[config.mk]
export PLATFORM = sky130hd
export DESIGN_NAME = tbd_twi_slave
export DESIGN_NICKNAME = d
export VERILOG_FILES = /design/src/tbd_pkg.sv /design/src/tbd_twi_slave.sv
export VERILOG_INCLUDE_DIRS = /design/src /design/src/src
export SDC_FILE = /design/constraint.sdc
export NUM_CORES = 1
export LEC_CHECK = 0
export BUFFER_PORTS_ARGS = -buffer_cell sky130_fd_sc_hd__buf_4
export CAP_MARGIN = 20
export CORE_ASPECT_RATIO = 0.9
export CORE_MARGIN = 8
export CORE_UTILIZATION = 30
export CTS_CLUSTER_SIZE = 30
export DETAILED_ROUTE_END_ITERATION = 8
export SLEW_MARGIN = 30
export SYNTH_ARGS = -nofsm -noshare
export SYNTH_HDL_FRONTEND = slang
export SYNTH_SLANG_ARGS = --single-unit
export TNS_END_PERCENT = 20
[constraint.sdc]
create_clock -name CLK -period 6.8 [get_ports CLK]
set_clock_uncertainty 0.1 [all_clocks]
set_input_delay 0.34 -clock CLK [delete_from_list [all_inputs] [get_ports CLK]]
set_output_delay 0.34 -clock CLK [all_outputs]
set_load 0.02 [all_outputs]
[src/tbd_defines.svh]
`ifndef TBD_DEFINES_SVH
`define TBD_DEFINES_SVH

// ----------------------------------------------------------------
// Register indices (byte address is four times the index)
// ----------------------------------------------------------------
`define TBD_IDX_BUS_CONTROL      6'h18
`define TBD_IDX_BUS_STATUS_ONE   6'h19
`define TBD_IDX_BUS_STATUS_TWO   6'h1a
`define TBD_IDX_BUS_CLOCK_CTRL   6'h1b
`define TBD_IDX_OWN_STATION_LOW  6'h1c
`define TBD_IDX_OWN_STATION_HIGH 6'h1d
`define TBD_IDX_BYTE_BUFFER      6'h1e

// ----------------------------------------------------------------
// Field positions
// ----------------------------------------------------------------
`define TBD_CR_ON       5
`define TBD_CR_ENGC     4
`define TBD_CR_ACK      2
`define TBD_OSH_BAND_HI 7
`define TBD_OSH_BAND_LO 6
`define TBD_OSH_A9      2
`define TBD_OSH_A8      1
`define TBD_OSH_MASK    8'hc6

// ----------------------------------------------------------------
// Reset values
// ----------------------------------------------------------------
`define TBD_RST_CONTROL   8'h00
`define TBD_RST_CLOCK     8'h00
`define TBD_RST_OWN_LOW   8'h00
`define TBD_RST_OWN_HIGH  8'h40
`define TBD_RST_BUFFER    8'h00

// ----------------------------------------------------------------
// Bus address constants and hold delays per speed band
// ----------------------------------------------------------------
`define TBD_ADDR_IGNORED  7'h01
`define TBD_HDR10_MARK    5'h1e
`define TBD_HOLD_NS_B0    40
`define TBD_HOLD_NS_B1    60
`define TBD_HOLD_NS_B2    80
`define TBD_CLK_NS        10
`define TBD_HOLD_CYC(ns)  (((ns) + `TBD_CLK_NS - 1) / `TBD_CLK_NS)

`endif

[src/tbd_pkg.sv]
package tbd_pkg;

    // Serial engine states
    typedef enum logic [3:0] {
        ST_IDLE  = 4'b0000,
        ST_ADDR  = 4'b0001,
        ST_AACK  = 4'b0010,
        ST_ADDR2 = 4'b0011,
        ST_A2ACK = 4'b0100,
        ST_TXD   = 4'b0101,
        ST_TACK  = 4'b0110,
        ST_RXD   = 4'b0111,
        ST_RACK  = 4'b1000,
        ST_HOLD  = 4'b1001
    } tbd_state_t;

endpackage : tbd_pkg

[src/tbd_twi_slave.sv]
// Implementation choice: the Avalon-MM slave port.
`timescale 1ns/1ps
`include "tbd_defines.svh"

module tbd_twi_slave
    import tbd_pkg::*;
(
    // Clock and reset
    input  wire logic        CLK,
    input  wire logic        RST,
    // Avalon-MM slave
    input  wire logic [7:0]  AVS_ADDRESS,
    input  wire logic        AVS_READ,
    input  wire logic        AVS_WRITE,
    input  wire logic [3:0]  AVS_BYTEENABLE,
    input  wire logic [31:0] AVS_WRITEDATA,
    output logic      [31:0] AVS_READDATA,
    output logic             AVS_WAITREQUEST,
    // Two-wire bus pins, open drain
    input  wire logic        SCL_IN,
    output logic             SCL_OUT,
    output logic             SCL_OE_N,
    input  wire logic        SDA_IN,
    output logic             SDA_OUT,
    output logic             SDA_OE_N
);

    // ------------------------------------------------------------
    // Register bus
    // ------------------------------------------------------------
    logic       ack_q;
    logic       req;
    logic       acc_rd;
    logic       acc_wr;
    logic [5:0] idx;
    logic       aligned;
    logic [7:0] rd_mux;
    logic [7:0] wbyte;

    // One wait state: request taken on the second edge
    assign req             = AVS_READ | AVS_WRITE;
    assign AVS_WAITREQUEST = req & ~ack_q;
    assign acc_rd          = AVS_READ & ack_q;
    assign acc_wr          = AVS_WRITE & ack_q & AVS_BYTEENABLE[0];
    assign idx             = AVS_ADDRESS[7:2];
    assign aligned         = (AVS_ADDRESS[1:0] == 2'b00);
    assign wbyte           = AVS_WRITEDATA[7:0];

    // Register state
    logic [7:0] ctl;
    logic [7:0] clk_ctl;
    logic [7:0] own_low;
    logic [7:0] own_high;
    logic [7:0] byte_buffer;
    logic       tx_empty;
    logic       rx_full;
    logic       btf;
    logic       adsl;
    logic       tra;
    logic       busy;
    logic       add10;
    logic       af;
    logic       stopf;
    logic       berr;
    logic       gcal;

    logic interface_on;
    logic ctl_ack;
    logic engc;
    logic [1:0] core_speed_band;
    assign interface_on    = ctl[`TBD_CR_ON];
    assign ctl_ack         = ctl[`TBD_CR_ACK];
    assign engc            = ctl[`TBD_CR_ENGC];
    assign core_speed_band = own_high[`TBD_OSH_BAND_HI:`TBD_OSH_BAND_LO];

    // Decoded accesses
    logic hit_cr, hit_sr1, hit_sr2, hit_ccr, hit_osl, hit_osh, hit_dr;
    assign hit_cr  = aligned && idx == `TBD_IDX_BUS_CONTROL;
    assign hit_sr1 = aligned && idx == `TBD_IDX_BUS_STATUS_ONE;
    assign hit_sr2 = aligned && idx == `TBD_IDX_BUS_STATUS_TWO;
    assign hit_ccr = aligned && idx == `TBD_IDX_BUS_CLOCK_CTRL;
    assign hit_osl = aligned && idx == `TBD_IDX_OWN_STATION_LOW;
    assign hit_osh = aligned && idx == `TBD_IDX_OWN_STATION_HIGH;
    assign hit_dr  = aligned && idx == `TBD_IDX_BYTE_BUFFER;

    logic [7:0] sr1;
    logic [7:0] sr2;
    assign sr1 = {btf | adsl | af | stopf | berr, add10, tra, busy, btf, adsl, 2'b00};
    assign sr2 = {3'b000, af, stopf, 1'b0, berr, gcal};

    // Read mux; unmapped addresses read zero
    assign rd_mux = hit_cr  ? ctl :
                    hit_sr1 ? sr1 :
                    hit_sr2 ? sr2 :
                    hit_ccr ? clk_ctl :
                    hit_osl ? own_low :
                    hit_osh ? (own_high & `TBD_OSH_MASK) :
                    hit_dr  ? byte_buffer : 8'h00;

    // Answer flop and read data
    always_ff @(posedge CLK or posedge RST) begin
        if (RST) begin
            ack_q        <= 1'b0;
            AVS_READDATA <= 32'h0000_0000;
        end else begin
            ack_q <= req & ~ack_q;
            if (AVS_READ && !ack_q) begin
                AVS_READDATA <= {24'h00_0000, rd_mux};
            end
        end
    end

    // Software-owned control registers
    always_ff @(posedge CLK or posedge RST) begin
        if (RST) begin
            ctl      <= `TBD_RST_CONTROL;
            clk_ctl  <= `TBD_RST_CLOCK;
            own_low  <= `TBD_RST_OWN_LOW;
            own_high <= `TBD_RST_OWN_HIGH;
        end else if (acc_wr) begin
            if (hit_cr) begin
                ctl <= wbyte;
            end
            if (hit_ccr) begin
                clk_ctl <= wbyte;
            end
            // Switching off never touches own address bits
            if (hit_osl) begin
                own_low <= wbyte;
            end
            if (hit_osh) begin
                own_high[`TBD_OSH_A9:`TBD_OSH_A8] <= wbyte[`TBD_OSH_A9:`TBD_OSH_A8];
                // Band writes while on are dropped so timing never shifts mid-frame
                if (!interface_on) begin
                    own_high[`TBD_OSH_BAND_HI:`TBD_OSH_BAND_LO] <=
                        wbyte[`TBD_OSH_BAND_HI:`TBD_OSH_BAND_LO];
                end
            end
        end
    end

    // ------------------------------------------------------------
    // Pin synchronisers and bus events
    // ------------------------------------------------------------
    logic [1:0] scl_sync;
    logic [1:0] sda_sync;
    logic       scl_q;
    logic       sda_q;
    always_ff @(posedge CLK or posedge RST) begin
        if (RST) begin
            scl_sync <= 2'b11;
            sda_sync <= 2'b11;
            scl_q    <= 1'b1;
            sda_q    <= 1'b1;
        end else begin
            scl_sync <= {scl_sync[0], SCL_IN};
            sda_sync <= {sda_sync[0], SDA_IN};
            scl_q    <= scl_sync[1];
            sda_q    <= sda_sync[1];
        end
    end

    logic scl;
    logic sda;
    logic scl_rise;
    logic scl_fall;
    logic bus_start;
    logic bus_stop;
    assign scl       = scl_sync[1];
    assign sda       = sda_sync[1];
    assign scl_rise  = scl & ~scl_q;
    assign scl_fall  = ~scl & scl_q;
    assign bus_start = scl & scl_q & sda_q & ~sda;
    assign bus_stop  = scl & scl_q & ~sda_q & sda;

    // ------------------------------------------------------------
    // Address matching
    // ------------------------------------------------------------
    tbd_state_t state;
    logic [7:0] sh;
    logic [7:0] tx_sh;
    logic [2:0] bitn;
    logic       rw;
    logic       hdr_write;
    logic       ten_ok;
    logic       nack;
    logic       lead_fall;

    logic hdr10;
    logic match7;
    logic gc_hit;
    logic match10_low;
    assign hdr10       = sh[7:3] == `TBD_HDR10_MARK &&
                         sh[2:1] == own_high[`TBD_OSH_A9:`TBD_OSH_A8];
    assign match7      = sh[7:3] != `TBD_HDR10_MARK &&
                         sh[7:1] == own_low[7:1] &&
                         sh[7:1] != `TBD_ADDR_IGNORED;
    assign gc_hit      = engc && sh == 8'h00;
    assign match10_low = sh == own_low;

    // ------------------------------------------------------------
    // Hold delay before SDA changes after SCL falls
    // ------------------------------------------------------------
    logic [3:0] hold_cyc;
    logic [3:0] dly;
    logic       sda_want;
    logic       sda_low;
    logic       hold_go;
    logic       setup_hold;
    assign hold_cyc = (core_speed_band == 2'b00) ? 4'(`TBD_HOLD_CYC(`TBD_HOLD_NS_B0)) :
                      (core_speed_band == 2'b01) ? 4'(`TBD_HOLD_CYC(`TBD_HOLD_NS_B1)) :
                                                   4'(`TBD_HOLD_CYC(`TBD_HOLD_NS_B2));

    logic wait_done;
    assign wait_done = state == ST_HOLD && (tra ? !tx_empty : !rx_full);
    assign hold_go   = scl_fall | wait_done;

    // Drive value for the current bit slot; 1 pulls SDA low
    assign sda_want = (state == ST_AACK || state == ST_A2ACK) ? 1'b1 :
                      (state == ST_RACK) ? ctl_ack :
                      (state == ST_TXD) ? ~tx_sh[7] : 1'b0;

    // After a stretch SCL stays low until the new bit has been placed on SDA
    always_ff @(posedge CLK or posedge RST) begin
        if (RST) begin
            dly        <= 4'h0;
            sda_low    <= 1'b0;
            setup_hold <= 1'b0;
        end else if (!interface_on || bus_stop || bus_start) begin
            dly        <= 4'h0;
            sda_low    <= 1'b0;
            setup_hold <= 1'b0;
        end else if (hold_go) begin
            dly        <= hold_cyc;
            setup_hold <= wait_done;
        end else if (dly != 4'h0) begin
            dly <= dly - 4'h1;
            if (dly == 4'h1) begin
                sda_low    <= sda_want;
                setup_hold <= 1'b0;
            end
        end
    end

    assign SDA_OUT  = 1'b0;
    assign SDA_OE_N = ~sda_low;
    assign SCL_OUT  = 1'b0;
    // Stretch while software owes a buffer access, then until the first bit is set up,
    // so a transmitted zero never moves SDA while SCL is high
    assign SCL_OE_N = ~(state == ST_HOLD || setup_hold);

    // ------------------------------------------------------------
    // Serial engine
    // ------------------------------------------------------------
    tbd_state_t next_state;
    always_comb begin
        next_state = state;
        if (!interface_on || bus_stop) begin
            next_state = ST_IDLE;
        end else if (bus_start) begin
            next_state = ST_ADDR;
        end else if (wait_done) begin
            next_state = tra ? ST_TXD : ST_RXD;
        end else if (scl_fall) begin
            case (state)
                ST_ADDR: begin
                    if (bitn == 3'd7) begin
                        if ((hdr10 && (!sh[0] || ten_ok)) || match7 || gc_hit) begin
                            next_state = ST_AACK;
                        end else begin
                            next_state = ST_IDLE;
                        end
                    end
                end
                ST_AACK:  next_state = hdr_write ? ST_ADDR2 : (rw ? ST_HOLD : ST_RXD);
                ST_ADDR2: next_state = (bitn == 3'd7) ?
                                       (match10_low ? ST_A2ACK : ST_IDLE) : ST_ADDR2;
                ST_A2ACK: next_state = ST_RXD;
                ST_RXD:   next_state = (bitn == 3'd7) ? ST_RACK : ST_RXD;
                ST_RACK:  next_state = ST_HOLD;
                ST_TXD:   next_state = (bitn == 3'd7) ? ST_TACK : ST_TXD;
                ST_TACK:  next_state = nack ? ST_IDLE : ST_HOLD;
                default:  next_state = state;
            endcase
        end
    end

    // Engine registers
    always_ff @(posedge CLK or posedge RST) begin
        if (RST) begin
            state     <= ST_IDLE;
            sh        <= 8'h00;
            tx_sh     <= 8'h00;
            bitn      <= 3'd0;
            rw        <= 1'b0;
            hdr_write <= 1'b0;
            ten_ok    <= 1'b0;
            nack      <= 1'b0;
            lead_fall <= 1'b0;
        end else begin
            state <= next_state;
            if (!interface_on || bus_start) begin
                bitn      <= 3'd0;
                hdr_write <= 1'b0;
                // The clock fall that closes a start carries no address bit
                lead_fall <= interface_on;
                if (!interface_on) begin
                    ten_ok <= 1'b0;
                end
            end else if (bus_stop) begin
                ten_ok <= 1'b0;
            end else if (wait_done) begin
                bitn <= 3'd0;
                if (tra) begin
                    tx_sh <= byte_buffer;
                end
            end else if (scl_rise) begin
                sh <= {sh[6:0], sda};
                if (state == ST_TACK) begin
                    nack <= sda;
                end
            end else if (scl_fall && lead_fall) begin
                lead_fall <= 1'b0;
            end else if (scl_fall) begin
                bitn <= bitn + 3'd1;
                if (state == ST_TXD) begin
                    tx_sh <= {tx_sh[6:0], 1'b0};
                end
                if (state == ST_ADDR && bitn == 3'd7) begin
                    rw        <= sh[0];
                    hdr_write <= hdr10 && !sh[0];
                end
                if (state == ST_A2ACK) begin
                    ten_ok <= 1'b1;
                    bitn   <= 3'd0;
                end
                if (state == ST_AACK || state == ST_RACK) begin
                    bitn <= 3'd0;
                end
            end
        end
    end

    // ------------------------------------------------------------
    // Byte buffer and status flags; hardware set wins over clear
    // ------------------------------------------------------------
    logic rx_done;
    logic addr_ok;
    logic rd_dr;
    logic wr_dr;
    logic rd_sr2;
    assign rx_done = scl_fall && state == ST_RXD && bitn == 3'd7;
    assign addr_ok = scl_fall && ((state == ST_AACK && !hdr_write) || state == ST_A2ACK);
    assign rd_dr   = acc_rd && hit_dr;
    assign wr_dr   = acc_wr && hit_dr;
    assign rd_sr2  = acc_rd && hit_sr2;

    always_ff @(posedge CLK or posedge RST) begin
        if (RST) begin
            byte_buffer <= `TBD_RST_BUFFER;
            tx_empty    <= 1'b1;
            rx_full     <= 1'b0;
            btf         <= 1'b0;
            adsl        <= 1'b0;
            tra         <= 1'b0;
            busy        <= 1'b0;
            add10       <= 1'b0;
            af          <= 1'b0;
            stopf       <= 1'b0;
            berr        <= 1'b0;
            gcal        <= 1'b0;
        end else begin
            // Buffer: received byte overrides a same-cycle software write
            if (rx_done) begin
                byte_buffer <= sh;
            end else if (wr_dr) begin
                byte_buffer <= wbyte;
            end
            tx_empty <= (wait_done && tra) ? 1'b1 : (wr_dr ? 1'b0 : tx_empty);
            rx_full  <= rx_done ? 1'b1 : (rd_dr ? 1'b0 : rx_full);
            btf  <= (rx_done || (scl_fall && state == ST_TACK && !nack)) ? 1'b1 :
                    ((rd_dr || wr_dr) ? 1'b0 : btf);
            adsl <= addr_ok ? 1'b1 : ((acc_rd && hit_sr1) || bus_stop ? 1'b0 : adsl);
            if (addr_ok) begin
                tra   <= rw;
                add10 <= state == ST_A2ACK || hdr10;
            end
            busy <= bus_start ? 1'b1 : (bus_stop ? 1'b0 : busy);
            af    <= (scl_fall && state == ST_TACK && nack) ? 1'b1 : (rd_sr2 ? 1'b0 : af);
            stopf <= (bus_stop && adsl) ? 1'b1 : (rd_sr2 ? 1'b0 : stopf);
            berr  <= ((bus_start || bus_stop) && bitn != 3'd0 && state != ST_IDLE) ? 1'b1 :
                     (rd_sr2 ? 1'b0 : berr);
            gcal  <= (scl_fall && state == ST_ADDR && bitn == 3'd7 && gc_hit) ? 1'b1 :
                     (bus_stop ? 1'b0 : gcal);
            // Switching off clears the event flags but never own addresses
            if (!interface_on) begin
                af       <= 1'b0;
                stopf    <= 1'b0;
                berr     <= 1'b0;
                gcal     <= 1'b0;
                btf      <= 1'b0;
                adsl     <= 1'b0;
                busy     <= 1'b0;
                rx_full  <= 1'b0;
                tx_empty <= 1'b1;
            end
        end
    end
endmodule : tbd_twi_slave

Yosys cells after proc, flatten, opt, wreduce, memory -nomap -nowiden:

Cells that the tools add are included.

* register bits after elaboration: 96
* input port bits: 50
* word-level logic and storage cells: 310

* equality and inequality tests: 49
* bitwise gates (word level): 31
* multiplexer cells: 99
* reduce and logical (&&, ||, !) cells: 94
* $add $sub $neg: 2

Operators with widths (number)
* $mux 8: 15
* $mux 1: 56
* $mux 4: 14
* $eq 6x5->1 const B: 7
* $logic_and 1x1->1: 35
* $ne 3x1->1 const B: 11
* $pmux 4 s8: 1
* $mux 3: 10
* $reduce_bool 3->1: 6
* $eq 4x3->1 const B: 4
* $reduce_bool 2->1: 8
* $logic_or 1x1->1: 15
* $not 1->1: 14
* $reduce_and 7->1: 2
* $reduce_and 4->1: 3
* $reduce_and 6->1: 2
* $reduce_bool 4->1: 3
* $and 1x1->1: 11
* $reduce_bool 11->1: 1
* $ne 2x1->1 const B: 5
* $ne 5x5->1 const B: 2
* $reduce_and 2->1: 5
* $reduce_and 3->1: 3
* $eq 4x1->1 const B: 2
* 20 further kinds: 40

Longest topological paths before layout:

* depth after elaboration: 12
* mapped depth: 7

Least setup slack after synthesis:

Ideal clock, no wire load.

* kind: input -> register
* start point: in AVS_ADDRESS[7]
* end point: reg own_low[0]
* stages on the path: 5
* arrival: 1861 ps
* data required time: 6575 ps
* setup time: 125 ps
* slack: 4714 ps
* path through: nor4b_4 -> nand3_4 -> or3_4 -> nor3_4 -> mux2_2

* longest elaborated chain between the ends: 3

RTL lines
* start, declared: RTL line tbd_twi_slave.sv:12 `input wire logic [7:0] AVS_ADDRESS,`
* $eq 6x5->1 (no line)
* $logic_and 1x1->1 (no line)
* $reduce_and 2->1 (no line)
* end signal, assigned: RTL line tbd_twi_slave.sv:118 `` own_low <= `TBD_RST_OWN_LOW; ``
* end signal, assigned: RTL line tbd_twi_slave.sv:129 `own_low <= wbyte;`
* end, declared: RTL line tbd_twi_slave.sv:52 `logic [7:0] own_low;`

No other way between the ends.
A chain may end at the register's enable or synchronous reset.

Final worst setup path:

* start point: reg state[1]
* end point: reg nack

* longest elaborated chain between the ends: 4
* elaborated cells on any way between the ends: 5
* classes of those cells: 2 x eq/ne; 1 x bitwise; 2 x reduce/logical

RTL lines
* start, declared: RTL line tbd_twi_slave.sv:179 `tbd_state_t state;`
* start signal, assigned: RTL line tbd_twi_slave.sv:301 `state <= next_state;`
* $eq 4x4->1: RTL line tbd_twi_slave.sv:215 `assign wait_done = state == ST_HOLD && (tra ? !tx_empty : !rx_full);`
* $logic_and 1x1->1: RTL line tbd_twi_slave.sv:215
* $not 1->1 (no line)
* $reduce_and 5->1 (no line) (*)
* end signal, assigned: RTL line tbd_twi_slave.sv:298 `nack <= 1'b0;`
* end signal, assigned: RTL line tbd_twi_slave.sv:320 `nack <= sda;`
* end, declared: RTL line tbd_twi_slave.sv:186 `logic nack;`

Every way passes the cells marked *; elsewhere a longest branch is shown, timed or not.

==> impl_metrics.env <==
export IMPL_grt_max_degree=85
export IMPL_route_vias_total=4058
export IMPL_route_detailed_drc=0
export IMPL_max_freq_mhz=369
export IMPL_sequentialPowerShare_pct=46.6
export IMPL_status="finished clean"
export IMPL_hold_violations=0
export IMPL_chipWidth_um=155
export IMPL_switchingPower_uw=584
export IMPL_grt_pass1_wl_um=22200
export IMPL_drtIter0Drc=430
export IMPL_grt_ovfl_total=0
export IMPL_async_flop_share_pct=100
export IMPL_worstMarginPinSlew_ns=0.782
export IMPL_pin_count=87
export IMPL_worstSkewPairLatency_ns=0.34
export IMPL_path_class="reg -> reg"
export IMPL_ys_types=67
export IMPL_numClockSinks=96
export IMPL_grt_pass1_vias=4055
export IMPL_p_clk_share_pct=28.2
export IMPL_wl_per_cell_um=16.8
export IMPL_hpwl_um=10000
export IMPL_cts_root_buf="clkbuf_16"
export IMPL_worst_path_max_fanout=18
export IMPL_drv_cap=0
export IMPL_cts_tree="done"
export IMPL_tns_ns=0
export IMPL_ant_nets=0
export IMPL_num_antenna_cells=0
export IMPL_rsz0062_at_grt="no"
export IMPL_grtUsageTotal_pct=12.8
export IMPL_drive_gt1_share_pct=19.7
export IMPL_setup_viol_count_final=0
export IMPL_avgSynthCellArea_um2=9.88
export IMPL_post_route_period_util_pct=39.8
export IMPL_syn_instance_count=531
export IMPL_clock_path_buffers=2
export IMPL_dieArea_mm2=0.0220
export IMPL_core_area_mm2=0.0174
export IMPL_start_kind="register"
export IMPL_drv_slew=0
export IMPL_initial_utilization_pct=30.2
export IMPL_final_util_pct=34.1
export IMPL_p_comb_share_pct=25.2
export IMPL_synth_area_mm2=0.00525
export IMPL_synth_ff_type="dfrtp_1"
export IMPL_via_per_inst=5.09
export IMPL_worstPathRequired_ns=6.93
export IMPL_die_h_um=141
export IMPL_fin_nets=609
export IMPL_synth_enable_flop_cells=0
export IMPL_port_buffers=33
export IMPL_dp_slack_ns=4.14
export IMPL_power_internal_mw=1.13
export IMPL_vdd_ir_drop_worst_v=0.000110
export IMPL_p_leak_nw=2.61
export IMPL_antenna_found_initial=0
export IMPL_drt_total_wl_um=13400
export IMPL_placementRows=46
export IMPL_ys_ff_latch=96
export IMPL_cp_arrival_ns=2.83
export IMPL_total_power_mw=1.71
export IMPL_clk_pin_slew_worst_paths_ns=0.06
export IMPL_fin_crit_ns=2.71
export IMPL_drt_pass1_iter_count=5
export IMPL_cts_max_level=3
export IMPL_p_per_area_mw_per_mm2=289
export IMPL_fin_ws_ns=4.09
export IMPL_yosys_warnings=0
export IMPL_end_kind="register"
export IMPL_swShare_pct=34.1
export IMPL_area_delta_synth_final_pct=12.9
export IMPL_cts_buffers=9
export IMPL_hold_class="in -> reg"
export IMPL_max_slew_margin_pct=47.6
export IMPL_gp_congestion=0.887
export IMPL_seq_area_frac_synth_pct=46.0
[metrics by stage]
stage               instance area [um2]  hold slack (ns)  cells
floorplan                          5340            0.244    556
global placement                   5600            0.168    779
detailed placement                 5600            0.170    779
CTS                                5920            0.132    798
global route                       5920            0.153    798
finish                             5920            0.136    798
[final timing paths]
| check | cells after the start | startpoint | slack (ns) | to |
|---|---|---|---|---|
| max reg2reg | 5 | state[1]$_DFFE_PP0P_ | 4.09 | nack$_DFFE_PP0P_ |
| min | 3 | AVS_WRITEDATA[0] | 0.14 | ctl[0]$_DFFE_PP0P_ |
| max | 5 | state[1]$_DFFE_PP0P_ | 4.09 | nack$_DFFE_PP0P_ |
| min in group asynchronous | 3 | RST | 0.38 | ctl[6]$_DFFE_PP0P_ |
| min reg2reg | 0 | scl_sync[0]$_DFF_PP1_ | 0.26 | scl_sync[1]$_DFF_PP1_ |
| max in group asynchronous | 4 | RST | 5.23 | bitn[1]$_DFFE_PP0P_ |
[per-layer routing]
layer / track usage, % / up-vias / routed length, um
li1: - / 1913 / -
met1: 17.3 / 1995 / 6170
met2: 19.5 / 132 / 6050
met3: 2.58 / 18 / 931
met4: 5.05 / 0 / 263
met5: 0 / - / 0
[state kept, by name, summed over array words and instances (netlist names), 2 cells and up]
register,cells
AVS_READDATA,8
byte_buffer,8
clk_ctl,8
ctl,8
own_low,8
sh,8
tx_sh,8
dly,4
state,4
bitn,3
core_speed_band,2
own_high,2
scl_sync,2
sda_sync,2
[power groups by stage]
| stage | sequential, mW | combinational, mW | clock [mW] |
|---|---|---|---|
| 3_5_place_dp | 0.802 | 0.426 | 0 |
| 4_1_cts | 0.792 | 0.430 | 0.500 |
| 2_1_floorplan | 0.720 | 0.388 | 0 |
| 3_3_place_gp | 0.798 | 0.413 | 0 |
| 5_1_grt | 0.814 | 0.484 | 0.519 |
| 6_report | 0.796 | 0.431 | 0.483 |
[Yosys cell counts (all sizes together), types with 3 or more instances]
| master | instances | area share, % |
|---|---|---|
| a31oi | 10 | 1.2 |
| ha | 6 | 1.4 |
| o31ai | 6 | 0.86 |
| a211oi | 3 | 0.43 |
| o21ai | 36 | 3.4 |
| nand4 | 5 | 0.60 |
| nor4 | 10 | 1.2 |
| nor3 | 13 | 1.7 |
| dfrtp | 88 | 42 |
| or3 | 3 | 0.45 |
| nand2b | 8 | 0.95 |
| a22o | 7 | 1.2 |
| buf | 32 | 4.3 |
| nand2 | 63 | 4.5 |
| xor2 | 10 | 1.7 |
| clkbuf | 19 | 1.4 |
| mux2i | 13 | 2.5 |
| nor3b | 3 | 0.43 |
| inv | 16 | 1.1 |
| a311oi | 3 | 0.50 |
| mux2 | 39 | 8.4 |
| o22ai | 3 | 0.36 |
| nand3 | 8 | 1.0 |
| nand4b | 4 | 0.67 |
| nor2 | 34 | 2.4 |
| o211ai | 4 | 0.57 |
| dfstp | 8 | 4.0 |
| xnor2 | 3 | 0.50 |
| nor2b | 11 | 1.3 |
| a21oi | 21 | 2.0 |
[cell usage in the layout (no fill, tap or decap), types with 3 or more instances in the layout]
master	count
nor2b_1	11
nand4b_1	4
nor2_1	34
nand4_1	5
nand2b_1	8
mux2_2	39
clkbuf_16	9
nor3_1	9
nor3b_1	3
xnor2_1	3
clkbuf_8	3
nor3_2	3
a311oi_1	3
a31oi_1	10
a21oi_1	21
dfrtp_1	88
o31ai_1	6
buf_4	33
conb_1	26
o22ai_1	3
inv_1	15
xor2_1	10
nor4_1	10
ha_1	6
a22o_1	7
mux2i_1	13
dlygate4sd3_1	3
dfstp_2	8
o211ai_1	4
nand3_1	7
nand2_1	63
o21ai_0	35
a211oi_1	3
[worst max-delay path, stage by stage (launching register included)]
cell and delay, ns:
dfrtp_1 0.70, and4bb_1 0.31, o21a_1 0.34, nor3_2 0.66, nand4b_1 0.18, mux2_2 0.30
[what timing repair did]
action                                 CTS  global route
gates resized for setup                  0             0
setup buffers                            0             0
endpoints found under the hold margin   14             0
hold buffers                             3             0
setup endpoints to repair                0             0
[cell type report]
cell class                 count  area [um2]
fill                        1770       11500
clock buffer                  14         274
clock inverter                 2        12.5
timing repair buffer          37         289
tap                          240         300
inverter                      16        62.6
sequential                    96        2410
multi-input combinational    393        2570
[kinds of logic (layout without fill, tap and decap cells)]
family / count (synthesis) / in the layout / synth area share [%]
fa+ha+maj: 6 / 6 / 1.43
compound gates: 117 / 117 / 14.4
xor+xnor: 13 / 13 / 2.17
mux: 52 / 52 / 10.9
simple gates: 179 / 179 / 18.2
buf+inv: 67 / 69 / 6.82
other cells: 1 / 26 / 0.0715
flops: 96 / 96 / 46.0
No activity file was read; power rests on OpenSTA's default activity.
